`src/rtl/mcu_exec_regs.vh`:
```
`ifndef MCU_EXEC_REGS_VH
`define MCU_EXEC_REGS_VH
// ============================================================
// operation codes on the decoded op input
`define OP_NONE       4'h0
`define OP_SUB_ACC    4'h1
`define OP_SUB_MEM    4'h2
`define OP_SUB_IMM    4'h3
`define OP_SWAP_MEM   4'h4
`define OP_SWAP_ACC   4'h5
`define OP_SKIP_ZERO  4'h6
`define OP_MOVE_SKIP  4'h7
`define OP_BIT_ZERO   4'h8
`define OP_BIT_SET    4'h9
`define OP_TAB_CUR    4'hA
`define OP_TAB_LAST   4'hB
`define OP_XOR_ACC    4'hC
`define OP_XOR_MEM    4'hD
`define OP_XOR_IMM    4'hE
// ============================================================
// status flag bit positions
`define FLAG_CARRY    0
`define FLAG_HALF     1
`define FLAG_ZERO     2
`define FLAG_OVER     3
`define FLAG_POWER    4
`define FLAG_WDT      5
`define FLAG_TMR1     6
`define FLAG_TMR2     7
// ============================================================
// reset values
`define STATUS_RESET  8'h00
`define ACC_RESET     8'h00
`define TABLE_HIGH_LATCH_RESET    8'h00
// ============================================================
// timing counts in instruction cycles
`define SKIP_CYCLES   2
`define PLAIN_CYCLES  1
`endif

```
`src/rtl/sub_adder.v`:
```
`default_nettype none
// ============================================================
// a + ~b + 1 with carry, half carry and overflow
module sub_adder #(
  parameter WIDTH = 8
) (
  input wire [WIDTH-1:0] a,
  input wire [WIDTH-1:0] b,
  output wire [WIDTH-1:0] diff,
  output wire carry,
  output wire half_carry,
  output wire overflow
);
  wire [WIDTH-1:0] nb;
  wire [WIDTH:0] full;
  wire [4:0] low;
  assign nb = ~b;
  assign full = {1'b0, a} + {1'b0, nb} + {{WIDTH{1'b0}}, 1'b1};
  assign low = {1'b0, a[3:0]} + {1'b0, nb[3:0]} + 5'h01;
  assign diff = full[WIDTH-1:0];
  assign carry = full[WIDTH];
  assign half_carry = low[4];
  assign overflow = (a[WIDTH-1] == nb[WIDTH-1]) && (diff[WIDTH-1] != a[WIDTH-1]);
endmodule
`default_nettype wire

```
`src/rtl/mcu_subtract_swap_skip_xor_exec.v`:
```
// Summary of operation
// - register subtract forms compute acc + ~mem + 1 into acc or mem and update overflow, zero, half carry, carry.
// - immediate subtract computes acc + ~imm + 1 into acc and updates overflow, zero, half carry, carry.
// - in-place swap exchanges the nibbles of the memory byte, writes it back, no flag changes.
// - accumulator swap loads acc with the nibble-swapped memory byte, memory and flags untouched.
// - a true skip discards the prefetched instruction and adds a dummy cycle, 2 cycles, else 1 cycle.
// - byte skip-when-zero skips when the memory byte is zero and changes neither memory nor flags.
// - move-and-skip copies the memory byte to acc and skips when it is zero, flags untouched.
// - bit-zero test skips when the selected bit is zero, memory and flags untouched.
// - bit-set test skips when the selected bit is one, no flag changes, same skip timing.
// - current-page table read sends the low byte of the word to memory and the high byte to the latch.
// - last-page table read does the same for the word in the last program page.
// - register xor stores acc ^ mem in acc.
// - memory xor writes acc ^ mem back to the memory byte.
// - immediate xor stores acc ^ imm in acc.
// - all xor forms update only the zero flag.
`include "mcu_exec_regs.vh"
`default_nettype none
module mcu_subtract_swap_skip_xor_exec #(
  parameter ROM_ADDR_W = 13,
  parameter PAGE_BITS = 8
) (
  // clock and reset
  input wire SYS_CLK,
  input wire RSTN,
  // decoded instruction
  input wire OP_VALID,
  input wire [3:0] OP_CODE,
  input wire [7:0] IMM_DATA,
  input wire [2:0] BIT_SEL,
  input wire [7:0] MEM_RDATA,
  // program counter and table pointer
  input wire [ROM_ADDR_W-1:0] PC,
  input wire [PAGE_BITS-1:0] TABLE_POINTER,
  // program memory table port
  output wire [ROM_ADDR_W-1:0] ROM_ADDR,
  output wire ROM_RD,
  input wire [15:0] ROM_DATA,
  // data memory write
  output reg MEM_WE,
  output reg [7:0] MEM_WDATA,
  // timer and power flags set elsewhere
  input wire TIMER_FLAG_ONE_IN,
  input wire TIMER_FLAG_TWO_IN,
  input wire WATCHDOG_TIMEOUT_IN,
  input wire POWER_DOWN_IN,
  // state
  output reg [7:0] ACC,
  output reg [7:0] STATUS,
  output reg [7:0] TABLE_HIGH_LATCH,
  // fetch control
  output wire BUSY,
  output reg DISCARD_PREFETCH
);
  // ============================================================
  // sequencer
  localparam ST_EXEC = 2'b01;
  localparam ST_DUMMY = 2'b10;
  reg [1:0] state;
  reg [1:0] next_state;
  reg [7:0] next_acc;
  reg [7:0] next_status;
  reg [7:0] next_table_high_latch;
  reg next_we;
  reg [7:0] next_wdata;
  reg skip;
  wire accept;
  wire is_sub_acc;
  wire is_sub_mem;
  wire is_sub_imm;
  wire is_swap_mem;
  wire is_swap_acc;
  wire is_skip_zero;
  wire is_move_skip;
  wire is_bit_zero;
  wire is_bit_set;
  wire is_tab_cur;
  wire is_tab_last;
  wire is_xor_acc;
  wire is_xor_mem;
  wire is_xor_imm;
  wire is_sub;
  wire is_xor;
  wire is_table;
  wire [7:0] diff_op;
  wire [7:0] xor_op;
  wire [7:0] sub_diff;
  wire sub_c;
  wire sub_h;
  wire sub_v;
  wire [7:0] xor_val;
  wire [7:0] swapped;
  wire sel_bit;
  wire byte_zero;
  wire table_op;
  wire [ROM_ADDR_W-PAGE_BITS-1:0] cur_page;
  wire [ROM_ADDR_W-PAGE_BITS-1:0] last_page;
  reg [ROM_ADDR_W-1:0] rom_addr_sel;

  // ============================================================
  // instruction decode
  assign is_sub_acc = (OP_CODE == `OP_SUB_ACC);
  assign is_sub_mem = (OP_CODE == `OP_SUB_MEM);
  assign is_sub_imm = (OP_CODE == `OP_SUB_IMM);
  assign is_swap_mem = (OP_CODE == `OP_SWAP_MEM);
  assign is_swap_acc = (OP_CODE == `OP_SWAP_ACC);
  assign is_skip_zero = (OP_CODE == `OP_SKIP_ZERO);
  assign is_move_skip = (OP_CODE == `OP_MOVE_SKIP);
  assign is_bit_zero = (OP_CODE == `OP_BIT_ZERO);
  assign is_bit_set = (OP_CODE == `OP_BIT_SET);
  assign is_tab_cur = (OP_CODE == `OP_TAB_CUR);
  assign is_tab_last = (OP_CODE == `OP_TAB_LAST);
  assign is_xor_acc = (OP_CODE == `OP_XOR_ACC);
  assign is_xor_mem = (OP_CODE == `OP_XOR_MEM);
  assign is_xor_imm = (OP_CODE == `OP_XOR_IMM);
  assign is_sub = is_sub_acc || is_sub_mem || is_sub_imm;
  assign is_xor = is_xor_acc || is_xor_mem || is_xor_imm;
  assign is_table = is_tab_cur || is_tab_last;

  // ============================================================
  // operands
  // ops presented in the dummy cycle are refused
  assign accept = OP_VALID && (state == ST_EXEC);
  assign BUSY = (state == ST_DUMMY);
  assign diff_op = is_sub_imm ? IMM_DATA : MEM_RDATA;
  assign xor_op = is_xor_imm ? IMM_DATA : MEM_RDATA;
  assign xor_val = ACC ^ xor_op;
  assign swapped = {MEM_RDATA[3:0], MEM_RDATA[7:4]};
  assign sel_bit = MEM_RDATA[BIT_SEL];
  assign byte_zero = (MEM_RDATA == 8'h00);
  assign table_op = accept && is_table;

  // ============================================================
  // table address
  // current page from the pc, last page all ones
  assign cur_page = PC[ROM_ADDR_W-1:PAGE_BITS];
  assign last_page = {(ROM_ADDR_W-PAGE_BITS){1'b1}};
  always @* begin
    if (is_tab_last) begin
      rom_addr_sel = {last_page, TABLE_POINTER};
    end else begin
      rom_addr_sel = {cur_page, TABLE_POINTER};
    end
  end
  assign ROM_ADDR = rom_addr_sel;
  assign ROM_RD = table_op;

  sub_adder #(
    .WIDTH(8)
  ) u_sub (
    .a(ACC),
    .b(diff_op),
    .diff(sub_diff),
    .carry(sub_c),
    .half_carry(sub_h),
    .overflow(sub_v)
  );

  // ============================================================
  // accumulator
  always @* begin
    next_acc = ACC;
    if (accept) begin
      if (is_sub_acc) begin
        next_acc = sub_diff;
      end else if (is_sub_imm) begin
        next_acc = sub_diff;
      end else if (is_swap_acc) begin
        next_acc = swapped;
      end else if (is_move_skip) begin
        next_acc = MEM_RDATA;
      end else if (is_xor_acc) begin
        next_acc = xor_val;
      end else if (is_xor_imm) begin
        next_acc = xor_val;
      end
    end
  end

  // ============================================================
  // data memory write
  always @* begin
    next_we = 1'b0;
    next_wdata = MEM_WDATA;
    if (accept) begin
      if (is_sub_mem) begin
        next_we = 1'b1;
        next_wdata = sub_diff;
      end else if (is_swap_mem) begin
        next_we = 1'b1;
        next_wdata = swapped;
      end else if (is_tab_cur) begin
        next_we = 1'b1;
        next_wdata = ROM_DATA[7:0];
      end else if (is_tab_last) begin
        next_we = 1'b1;
        next_wdata = ROM_DATA[7:0];
      end else if (is_xor_mem) begin
        next_we = 1'b1;
        next_wdata = xor_val;
      end
    end
  end

  // ============================================================
  // table high latch
  always @* begin
    next_table_high_latch = TABLE_HIGH_LATCH;
    if (table_op && is_tab_cur) begin
      next_table_high_latch = ROM_DATA[15:8];
    end else if (table_op && is_tab_last) begin
      next_table_high_latch = ROM_DATA[15:8];
    end
  end

  // ============================================================
  // status flags
  always @* begin
    next_status = STATUS;
    // timer and power bits follow their owners
    next_status[`FLAG_TMR1] = TIMER_FLAG_ONE_IN;
    next_status[`FLAG_TMR2] = TIMER_FLAG_TWO_IN;
    next_status[`FLAG_WDT] = WATCHDOG_TIMEOUT_IN;
    next_status[`FLAG_POWER] = POWER_DOWN_IN;
    // carry set means no borrow
    if (accept && is_sub) begin
      next_status[`FLAG_OVER] = sub_v;
      next_status[`FLAG_ZERO] = (sub_diff == 8'h00);
      next_status[`FLAG_HALF] = sub_h;
      next_status[`FLAG_CARRY] = sub_c;
    end else if (accept && is_xor) begin
      next_status[`FLAG_ZERO] = (xor_val == 8'h00);
    end
  end

  // ============================================================
  // skip decision
  always @* begin
    skip = 1'b0;
    if (accept) begin
      if (is_skip_zero) begin
        skip = byte_zero;
      end else if (is_move_skip) begin
        skip = byte_zero;
      end else if (is_bit_zero) begin
        skip = ~sel_bit;
      end else if (is_bit_set) begin
        skip = sel_bit;
      end
    end
  end

  // skip inserts one dummy cycle
  always @* begin
    case (state)
      ST_EXEC: next_state = skip ? ST_DUMMY : ST_EXEC;
      ST_DUMMY: next_state = ST_EXEC;
      default: next_state = ST_EXEC;
    endcase
  end

  // ============================================================
  // registers
  always @(posedge SYS_CLK or negedge RSTN) begin
    if (!RSTN) begin
      state <= ST_EXEC;
      DISCARD_PREFETCH <= 1'b0;
    end else begin
      state <= next_state;
      DISCARD_PREFETCH <= skip;
    end
  end

  always @(posedge SYS_CLK or negedge RSTN) begin
    if (!RSTN) begin
      ACC <= `ACC_RESET;
    end else begin
      ACC <= next_acc;
    end
  end

  always @(posedge SYS_CLK or negedge RSTN) begin
    if (!RSTN) begin
      STATUS <= `STATUS_RESET;
    end else begin
      STATUS <= next_status;
    end
  end

  always @(posedge SYS_CLK or negedge RSTN) begin
    if (!RSTN) begin
      TABLE_HIGH_LATCH <= `TABLE_HIGH_LATCH_RESET;
    end else begin
      TABLE_HIGH_LATCH <= next_table_high_latch;
    end
  end

  always @(posedge SYS_CLK or negedge RSTN) begin
    if (!RSTN) begin
      MEM_WE <= 1'b0;
      MEM_WDATA <= 8'h00;
    end else begin
      MEM_WE <= next_we;
      MEM_WDATA <= next_wdata;
    end
  end
endmodule
`default_nettype wire

```
`config.mk`:
```
export PLATFORM = sky130hd
export DESIGN_NAME = mcu_subtract_swap_skip_xor_exec
export DESIGN_NICKNAME = d
export VERILOG_FILES = /design/src/rtl/sub_adder.v /design/src/rtl/mcu_subtract_swap_skip_xor_exec.v
export VERILOG_INCLUDE_DIRS = /design/src /design/src/rtl
export SDC_FILE = /design/constraint.sdc
export NUM_CORES = 1
export LEC_CHECK = 0
export ABC_AREA = 1
export BUFFER_PORTS_ARGS = -buffer_cell sky130_fd_sc_hd__buf_2
export CORE_MARGIN = 2
export CORE_UTILIZATION = 55
export CTS_BUF_LIST = sky130_fd_sc_hd__clkbuf_2 sky130_fd_sc_hd__clkbuf_4 sky130_fd_sc_hd__clkbuf_8
export DETAILED_ROUTE_END_ITERATION = 12
export GPL_TIMING_DRIVEN = 0
export PLACE_DENSITY = 0.89
export SLEW_MARGIN = 10
export SYNTH_ARGS = -nofsm -noshare
export SYNTH_HDL_FRONTEND = slang
export SYNTH_SLANG_ARGS = --single-unit
```
`constraint.sdc`:
```
create_clock -name SYS_CLK -period 3.2 [get_ports SYS_CLK]
set_input_delay 0.8 -clock SYS_CLK [delete_from_list [all_inputs] [get_ports SYS_CLK]]
set_output_delay 0.8 -clock SYS_CLK [all_outputs]
set_load 0.005 [all_outputs]
```
==> impl_metrics.env, run 1 <==
export IMPL_fmax_mhz=328
export IMPL_postCtsHoldBufs=0
export IMPL_dieArea_um2=5890
export IMPL_synth_area_per_cell_um2=6.35
export IMPL_portBuffers=99
export IMPL_grt_max_degree=37
export IMPL_multi_input_area_um2=1760
export IMPL_fin_nets=641
export IMPL_die_w_um=76.7
export IMPL_vias=3499
export IMPL_relSlewSlack_pct=43.9
export IMPL_drc_errors=0
export IMPL_regArea_um2=902
export IMPL_post_dp_cell_area_um2=3490
export IMPL_yosysTopAreaCell="dfrtp_1"
export IMPL_seq_area_frac_synth_pct=31.0
export IMPL_status="complete, no violations"
export IMPL_routabilityCongestion=0.964
export IMPL_area_delta_synth_final_pct=24.6
export IMPL_placed_cells=627
export IMPL_holdPathEnd="TABLE_HIGH_LATCH[3]"
export IMPL_synthDominantCellAreaShare_pct=30.1
export IMPL_routed_via_density=5.50
export IMPL_dr_pass1_iters=6
export IMPL_power_total_mw=1.89
export IMPL_finalCritPeriodShare_pct=95.3
export IMPL_syn_inst=458
export IMPL_ys_top_cells_by_area="dfrtp_1, nand2_1, nand3_1"
export IMPL_pin_count=116
export IMPL_wirelength_um=9610
export IMPL_final_cell_mix="nand2_1, buf_2, nand3_1"
export IMPL_cap_viol_max_count=0
export IMPL_finalClockSkew_ns=0.0178
export IMPL_grt_pass1_wl_um=15600
export IMPL_synthesis_area_um2=2910
export IMPL_p_seq_share_pct=33.9
export IMPL_dp_hpwl_um=7400
export IMPL_drive_gt1_share_pct=25.8
export IMPL_rrSetupSlack_ns=0.99
export IMPL_start_kind="input port"
export IMPL_cts_tree="built"
export IMPL_chipHeight_um=76.7
export IMPL_r2r_start="ACC[0]"
export IMPL_grt_usage_pct=33.2
export IMPL_clock_path_buffers=2
export IMPL_setup_tns_ns=0
export IMPL_htreeDepth=2
export IMPL_layout_setup_ws_ns=0.149
export IMPL_cts_sinks=36
export IMPL_core_area_um2=5110
export IMPL_p_int_mw=1.08
export IMPL_grt_antenna_before_repair=0
export IMPL_finish_utilization_pct=71.0
export IMPL_final_common_cell="nand2_1"
export IMPL_antennaDiodeCount=0
export IMPL_wire_per_inst_um=15.1
export IMPL_start_util_pct=57.0
export IMPL_combPwrFrac_pct=48.3
export IMPL_gr_total_overflow=0
export IMPL_first_global_vias=3252
export IMPL_slew_viol_final=0
export IMPL_cp_max_fo=16
export IMPL_powerDensity_nw_per_um2=521
export IMPL_r2r_end="STATUS[2]"
export IMPL_clk_pin_slew_ns=0.09
export IMPL_hold_worst_slack_ns=0.476
export IMPL_ys_ff_latch=36
export IMPL_numCtsBuffers=5
export IMPL_design_area_um2=3630
export IMPL_peakVddDrop_uv=379
export IMPL_synth_net_count=534
export IMPL_fillers=479
export IMPL_switchingPower_uw=810
export IMPL_reg2reg_depth=11
export IMPL_min_from="TABLE_HIGH_LATCH[3]"
export IMPL_fin_cells=636
export IMPL_end_kind="flop"
export IMPL_yosysUniqueCellTypes=33
export IMPL_required_ns=3.45
export IMPL_yosysWarningCount=0
export IMPL_hp_class="reg2reg"
export IMPL_arrival_ns=3.30
export IMPL_root_buffer="clkbuf_8"
export IMPL_leakage_nw=2.10
export IMPL_p_sw_share_pct=42.9
export IMPL_place_ws_ns=-0.792
export IMPL_dr_first_iter_drc_count=369
export IMPL_ant_nets=0
export IMPL_hold_depth=2
export IMPL_hold_viol_final=0
export IMPL_setup_viol=0
export IMPL_period_minus_slack_ns=3.05
export IMPL_p_clk_share_pct=17.8
export IMPL_worst_slew_pin_slew_ns=0.842
export IMPL_path_class="in2reg"
export IMPL_clk_latency_ns=0.30
export IMPL_rows=26
sequential cells by signal, summed over array words and instances, names as in the netlist:
signal and count:
ACC 8, MEM_WDATA 8, STATUS 8, TABLE_HIGH_LATCH 8, state 2, DISCARD_PREFETCH 1
MEM_WE 1
worst max-delay path, cell delays in order:
cell,delay (ns)
buf_2,0.14
nor2_2,0.26
nand3_4,0.24
o21ai_1,0.18
ha_1,0.16
inv_1,0.08
fa_1,0.45
nand3_1,0.11
nand3_1,0.18
xnor2_4,0.26
nand3_1,0.13
nor2_1,0.14
nand3_1,0.08
nand2_1,0.07
per-layer routing:
layer	part of all wire, %	wire [um]	track usage (%)	vias up
met2	46	4450	55.4	229
met3	11	1030	6.94	37
li1	-	-	-	1681
met4	3.4	328	12.7	0
met1	40	3800	42.3	1552
met5	0	0	0	-
worst max path at each step:
stage	from	end	slack, ns	cells past startpoint
after floorplan	OP_CODE[3]	STATUS[2]	0.19	14
after global placement	OP_CODE[2]	STATUS[2]	-0.77	15
after detailed placement	OP_CODE[2]	STATUS[2]	-0.79	15
after CTS	OP_CODE[2]	STATUS[2]	0.01	14
after global routing	OP_CODE[2]	STATUS[2]	-0.02	14
final	OP_CODE[2]	STATUS[2]	0.15	14
cell families after synthesis:
logic type / share of synthesized area, %
adder cells (fa/ha/maj): 4.13
AND/OR/NAND/NOR: 43.6
buffers and inverters: 9.72
AO/OA/AOI/OAI: 10.0
flip-flops: 31.0
XOR/XNOR: 1.50
power groups by stage:
stage | clock [mW] | sequential (mW) | combinational [mW]
after global routing | 0.361 | 0.654 | 1.01
final | 0.336 | 0.641 | 0.911
after CTS | 0.340 | 0.639 | 0.860
after floorplan | 0 | 0.646 | 0.500
after detailed placement | 0 | 0.648 | 0.827
after global placement | 0 | 0.638 | 0.811
Yosys cell counts:
cell	n
and2_1	1
o21bai_1	3
a31oi_1	1
dfstp_2	1
inv_1	44
nand2_1	177
o21ai_0	19
nor2_1	27
or2_2	7
clkbuf_1	1
o21ai_1	4
dfrtp_1	35
nor2_8	1
ha_1	8
o211ai_1	7
fa_1	1
inv_2	5
nand2_4	1
nor4_1	2
nor3_1	3
nand2_2	1
buf_6	1
buf_2	4
a21oi_1	19
nor2_2	2
nand3b_1	3
nand4_1	4
nand3_1	59
buf_4	8
xor2_1	4
clkinv_1	1
xnor2_1	1
nor2_4	3
cell type report:
| cell class | count | area share, % |
|---|---|---|
| multi-input combinational | 358 | 48.5 |
| sequential | 36 | 24.9 |
| timing repair buffer | 101 | 14.1 |
| inverter | 50 | 5.18 |
| buffer | 13 | 2.52 |
| tap | 70 | 2.42 |
| clock buffer | 5 | 1.90 |
| clock inverter | 3 | 0.518 |
what timing repair did:
action                                  in CTS  in global routing
resized for setup                            4                  2
endpoints found under the setup margin       5                  5
setup buffers                                0                  2
pin swaps                                    0                  2
No activity file was read; power rests on OpenSTA's default activity.
==> inputs of run 2 (changes only) <==
- CORE_UTILIZATION: 55 -> 50
- PLACE_DENSITY: 0.89 -> 0.82
- REMOVE_ABC_BUFFERS: default -> 1
==> run 2 against run 1 <==
Effect of this change:
- sequential power down 0.8%
- hold slack worse by 0.0077 ns
- sequential share of layout area is 1.1 points higher
- critical path type unchanged
- sequential cell count is the same
- non-clock buffer count shrank 23
- fmax up 0.80%
- combinational power down 9.8%
==> impl_metrics.env, run 2 (synthesized netlist as in run 1, its figures left out) <==
export IMPL_arrival_ns=3.26
export IMPL_dr_first_iter_drc_count=302
export IMPL_slowest_stage="fa_1"
export IMPL_switchingPower_uw=751
export IMPL_post_dp_cell_area_um2=3360
export IMPL_rrSetupSlack_ns=1.07
export IMPL_cp_max_fo=16
export IMPL_rows=27
export IMPL_path_class="in2reg"
export IMPL_crit_family="simple AND/OR/NAND/NOR gates"
export IMPL_r2r_start="ACC[0]"
export IMPL_finalClockSkew_ns=0.00919
export IMPL_dp_hpwl_um=6730
export IMPL_design_area_um2=3470
export IMPL_gr_total_overflow=0
export IMPL_relSlewSlack_pct=20.6
export IMPL_numCtsBuffers=5
export IMPL_p_int_mw=1.03
export IMPL_clock_path_buffers=2
export IMPL_area_delta_synth_final_pct=19.3
export IMPL_required_ns=3.44
export IMPL_hp_class="reg2reg"
export IMPL_combPwrFrac_pct=46.1
export IMPL_routabilityCongestion=0.990
export IMPL_p_seq_share_pct=35.7
export IMPL_layout_setup_ws_ns=0.174
export IMPL_core_area_um2=5570
export IMPL_antennaDiodeCount=0
export IMPL_hold_viol_final=0
export IMPL_chipHeight_um=80.3
export IMPL_wire_per_inst_um=14.1
export IMPL_grtUsageMet1_pct=37.1
export IMPL_wirelength_um=8680
export IMPL_root_buffer="clkbuf_8"
export IMPL_peakVddDrop_uv=257
export IMPL_dieArea_um2=6450
export IMPL_cap_viol_max_count=0
export IMPL_holdPathEnd="TABLE_HIGH_LATCH[4]"
export IMPL_p_clk_share_pct=18.2
export IMPL_clk_pin_slew_ns=0.08
export IMPL_setup_viol=0
export IMPL_fillers=533
export IMPL_worst_slew_pin_slew_ns=1.18
export IMPL_fin_nets=618
export IMPL_start_util_pct=52.2
export IMPL_fin_cells=615
export IMPL_cts_setup_buffers=0
export IMPL_hold_depth=2
export IMPL_power_total_mw=1.78
export IMPL_routed_via_density=5.38
export IMPL_placed_cells=607
export IMPL_status="complete, no violations"
export IMPL_place_ws_ns=-0.614
export IMPL_fmax_mhz=330
export IMPL_die_w_um=80.3
export IMPL_grt_max_degree=37
export IMPL_htreeDepth=2
export IMPL_p_sw_share_pct=42.2
export IMPL_final_cell_mix="nand2_1, buf_2, nand3_1"
export IMPL_crit_chain="buf_2 > nor2_2 > nand3_4 > o21ai_0 > ha_1 > inv_1 > fa_1 > nand3_1 > nand3_1 > xnor2_2 > nand3_1 > nor2_1 > nand3_1 > nand2_1"
export IMPL_postCtsHoldBufs=0
export IMPL_critical_path_max_stage_delay_ns=0.44
export IMPL_final_common_cell="nand2_1"
export IMPL_rsz0062_at_grt="no"
export IMPL_portBuffers=91
export IMPL_drive_gt1_share_pct=22.7
export IMPL_min_from="TABLE_HIGH_LATCH[4]"
export IMPL_path_buf_inv=2
export IMPL_cts_tree="built"
export IMPL_start_kind="input port"
export IMPL_slew_viol_final=0
export IMPL_drc_errors=0
export IMPL_grt_usage_pct=27.6
export IMPL_pin_count=116
export IMPL_grt_antenna_before_repair=0
export IMPL_dr_pass1_iters=5
export IMPL_powerDensity_nw_per_um2=514
export IMPL_crit_path_frequent_cell="nand3_1"
export IMPL_use_met3_pct=5.62
export IMPL_end_kind="flop"
export IMPL_first_global_vias=2902
export IMPL_hold_worst_slack_ns=0.468
export IMPL_r2r_end="STATUS[2]"
export IMPL_grt_pass1_wl_um=13800
export IMPL_finalCritPeriodShare_pct=94.6
export IMPL_reg2reg_depth=11
export IMPL_ant_nets=0
export IMPL_top_usage_layer="met2"
export IMPL_met2_usage_pct=44.7
export IMPL_period_minus_slack_ns=3.03
export IMPL_vias=3311
export IMPL_leakage_nw=2.00
export IMPL_cts_sinks=36
export IMPL_clk_latency_ns=0.29
==> run 2: changes by cell type in the layout (fill, tap and decap cells not counted), sizes merged <==
cell / delta
buf: -23
==> run 2: area by class of cell <==
type	instances	area [um2]	area share (%)
inverters	50	188	5.41
clock buffers	5	68.8	1.98
well taps	72	90.1	2.60
flip-flops and latches	36	902	26.0
clock inverters	3	18.8	0.541
repair buffers	91	455	13.1
multi-input cells	358	1750	50.4
==> run 2: through the flow <==
stage / utilization [%] / TNS (ns)
final: 62.3 / 0
after floorplan: - / 0
after detailed placement: 60.3 / -4.43
after global placement: 60.3 / -3.69
after CTS: 62.1 / 0
after global routing: 62.3 / 0
==> run 2: worst max-delay path by stage <==
stage                     from   endpoint  slack [ns]  cells past startpoint
CTS                 OP_CODE[3]  STATUS[2]        0.12                     14
global placement    OP_CODE[2]  STATUS[2]       -0.58                     14
finish              OP_CODE[3]  STATUS[2]        0.17                     14
global route        OP_CODE[2]  STATUS[2]        0.05                     14
detailed placement  OP_CODE[2]  STATUS[2]       -0.61                     14
floorplan           OP_CODE[3]  STATUS[2]        0.19                     13
==> run 2: what timing repair did <==
action | in CTS | in global routing
endpoints found under the setup margin | 5 | 1
pin swaps | 0 | 0
resized for setup | 3 | 1
==> run 2: worst min-delay path: cells and delay by family, from the launching register on <==
kind / cells / cell delay [ns]
flip-flops: 1 / 0.34
AND/OR/NAND/NOR: 2 / 0.10
==> run 2: power groups by stage <==
stage	Clock [mW]	Sequential, mW	Combinational (mW)
2_1_floorplan	0	0.646	0.489
3_3_place_gp	0	0.638	0.780
3_5_place_dp	0	0.643	0.794
4_1_cts	0.327	0.635	0.800
5_1_grt	0.354	0.651	0.924
6_report	0.325	0.636	0.822
==> run 2: routing by layer <==
layer	part of all wire, %	vias to the layer above
li1	-	1636
met1	43	1467
met2	45	189
met3	9.4	19
met4	2.3	0
met5	0	-
==> inputs of run 3 (changes only) <==
- BUFFER_PORTS_ARGS: -buffer_cell sky130_fd_sc_hd__buf_2 -> default
- DONT_BUFFER_PORTS: default -> 1
- PLACE_DENSITY: 0.82 -> default
==> run 3 against run 2 <==
Effect of this change:
- sequential share of layout area rose by 3.9 points
- combinational power fell by 21%
- final cell count fell by 15%
- setup slack improved by 0.14 ns
- via count fell by 11%
==> impl_metrics.env, run 3 (synthesized netlist as in run 1, its figures left out) <==
export IMPL_ant_nets=0
export IMPL_relSlewSlack_pct=16.3
export IMPL_grt_usage_pct=27.4
export IMPL_crit_chain="nor2_2 > nand3_4 > o21ai_0 > ha_1 > inv_1 > fa_1 > nand3_1 > nand3_1 > xnor2_2 > nand3_1 > nor2_1 > nand3_1 > nand2_1"
export IMPL_path_class="in2reg"
export IMPL_cts_sinks=36
export IMPL_place_ws_ns=-0.499
export IMPL_wire_per_inst_um=16.4
export IMPL_p_int_uw=943
export IMPL_cap_viol_max_count=0
export IMPL_core_area_um2=5570
export IMPL_end_kind="flop"
export IMPL_routabilityCongestion=0.952
export IMPL_gr_total_overflow=0
export IMPL_rsz0062_at_grt="no"
export IMPL_powerDensity_nw_per_um2=547
export IMPL_slew_viol_final=0
export IMPL_p_seq_share_pct=40.4
export IMPL_start_util_pct=52.2
export IMPL_power_total_mw=1.65
export IMPL_combPwrFrac_pct=39.3
export IMPL_dr_first_iter_drc_count=234
export IMPL_dr_pass1_iters=5
export IMPL_clock_path_buffers=2
export IMPL_grt_max_degree=37
export IMPL_slowest_stage="fa_1"
export IMPL_setup_viol=0
export IMPL_postCtsHoldBufs=0
export IMPL_peakVddDrop_uv=292
export IMPL_grt_pass1_wl_um=13400
export IMPL_period_minus_slack_ns=2.88
export IMPL_vias=2932
export IMPL_p_clk_share_pct=20.3
export IMPL_layout_setup_ws_ns=0.318
export IMPL_crit_path_frequent_cell="nand3_1"
export IMPL_switchingPower_uw=706
export IMPL_status="complete, no violations"
export IMPL_required_ns=3.43
export IMPL_clk_latency_ns=0.31
export IMPL_grt_antenna_before_repair=0
export IMPL_area_delta_synth_final_pct=3.61
export IMPL_setup_tns_ns=0
export IMPL_worst_slew_pin_slew_ns=1.25
export IMPL_first_global_vias=2725
export IMPL_cts_tree="built"
export IMPL_finalClockSkew_ns=0.0162
export IMPL_p_sw_share_pct=42.8
export IMPL_root_buffer="clkbuf_8"
export IMPL_drc_errors=0
export IMPL_routed_via_density=5.60
export IMPL_pin_count=116
export IMPL_finish_utilization_pct=54.1
export IMPL_start_kind="input port"
export IMPL_dieArea_um2=6450
export IMPL_final_cell_mix="nand2_1, nand3_1, inv_1"
export IMPL_htreeDepth=2
export IMPL_die_w_um=80.3
export IMPL_critical_path_max_stage_delay_ns=0.43
export IMPL_portBuffers=0
export IMPL_clk_pin_slew_ns=0.09
export IMPL_chipHeight_um=80.3
export IMPL_hold_viol_final=0
export IMPL_cts_setup_buffers=0
export IMPL_leakage_nw=1.62
export IMPL_cp_max_fo=16
export IMPL_antennaDiodeCount=0
export IMPL_hp_class="in2async"
export IMPL_arrival_ns=3.11
export IMPL_numCtsBuffers=5
export IMPL_dp_hpwl_um=6560
export IMPL_fillers=582
export IMPL_wirelength_um=8580
export IMPL_fmax_mhz=347
export IMPL_fin_nets=527
export IMPL_finalCritPeriodShare_pct=90.1
export IMPL_hold_worst_slack_ns=0.177
export IMPL_rows=27
export IMPL_final_common_cell="nand2_1"
export IMPL_drive_gt1_share_pct=7.08
-- run 3: cell count changes in the layout (fill, tap and decap cells not counted) --
cell   change
buf_2     -91
-- run 3: power by group through the flow --
| stage | Sequential, mW | Combinational (mW) | Clock (mW) |
|---|---|---|---|
| final | 0.666 | 0.647 | 0.336 |
| after floorplan | 0.646 | 0.489 | 0 |
| after global placement | 0.675 | 0.616 | 0 |
| after detailed placement | 0.679 | 0.623 | 0 |
| after global routing | 0.686 | 0.735 | 0.359 |
| after CTS | 0.670 | 0.627 | 0.340 |
-- run 3: worst paths after layout --
kind | startpoint | endpoint | slack (ns) | cells after the start
worst max-delay path | OP_CODE[3] | STATUS[2] | 0.32 | 13
worst min register to register | TABLE_HIGH_LATCH[4] | TABLE_HIGH_LATCH[4] | 0.50 | 2
max in group asynchronous | RSTN | state[0] | 2.84 | 0
worst min-delay path | RSTN | MEM_WDATA[2] | 0.18 | 0
min in group SYS_CLK | TABLE_HIGH_LATCH[4] | TABLE_HIGH_LATCH[4] | 0.50 | 2
worst max register to register | ACC[0] | STATUS[2] | 1.05 | 11
-- run 3: routing by layer --
metal	track usage, %	vias up	share of wire (%)
met2	44.7	158	46
met1	35.3	1312	42
met4	7.63	0	1.2
met3	8.09	10	10
met5	0	-	0
li1	-	1452	-
-- run 3: repair_timing --
action                     in CTS  in global routing
pin swaps                       0                  0
setup endpoints to repair       4                  4
gates resized for setup         2                  2
-- run 3: area by class of cell --
type,instances,area [um2],area share [%]
flip-flops and latches,36,902,29.9
inverters,50,188,6.22
clock buffers,5,68.8,2.28
clock inverters,3,18.8,0.622
multi-input cells,358,1750,58.0
well taps,72,90.1,2.99
-- run 3: per-stage QoR --
| step | instance area, um2 | cells |
|---|---|---|
| global route | 3020 | 524 |
| detailed placement | 2910 | 516 |
| floorplan | 2820 | 444 |
| global placement | 2910 | 516 |
| finish | 3020 | 524 |
| CTS | 3010 | 524 |
-- run 3: critical path: cells and delay by family --
kind | cells | cell delay, ns
compound gates | 1 | 0.23
xor+xnor | 1 | 0.26
fa+ha+maj | 2 | 0.60
buf+inv | 1 | 0.08
simple gates | 8 | 1.14
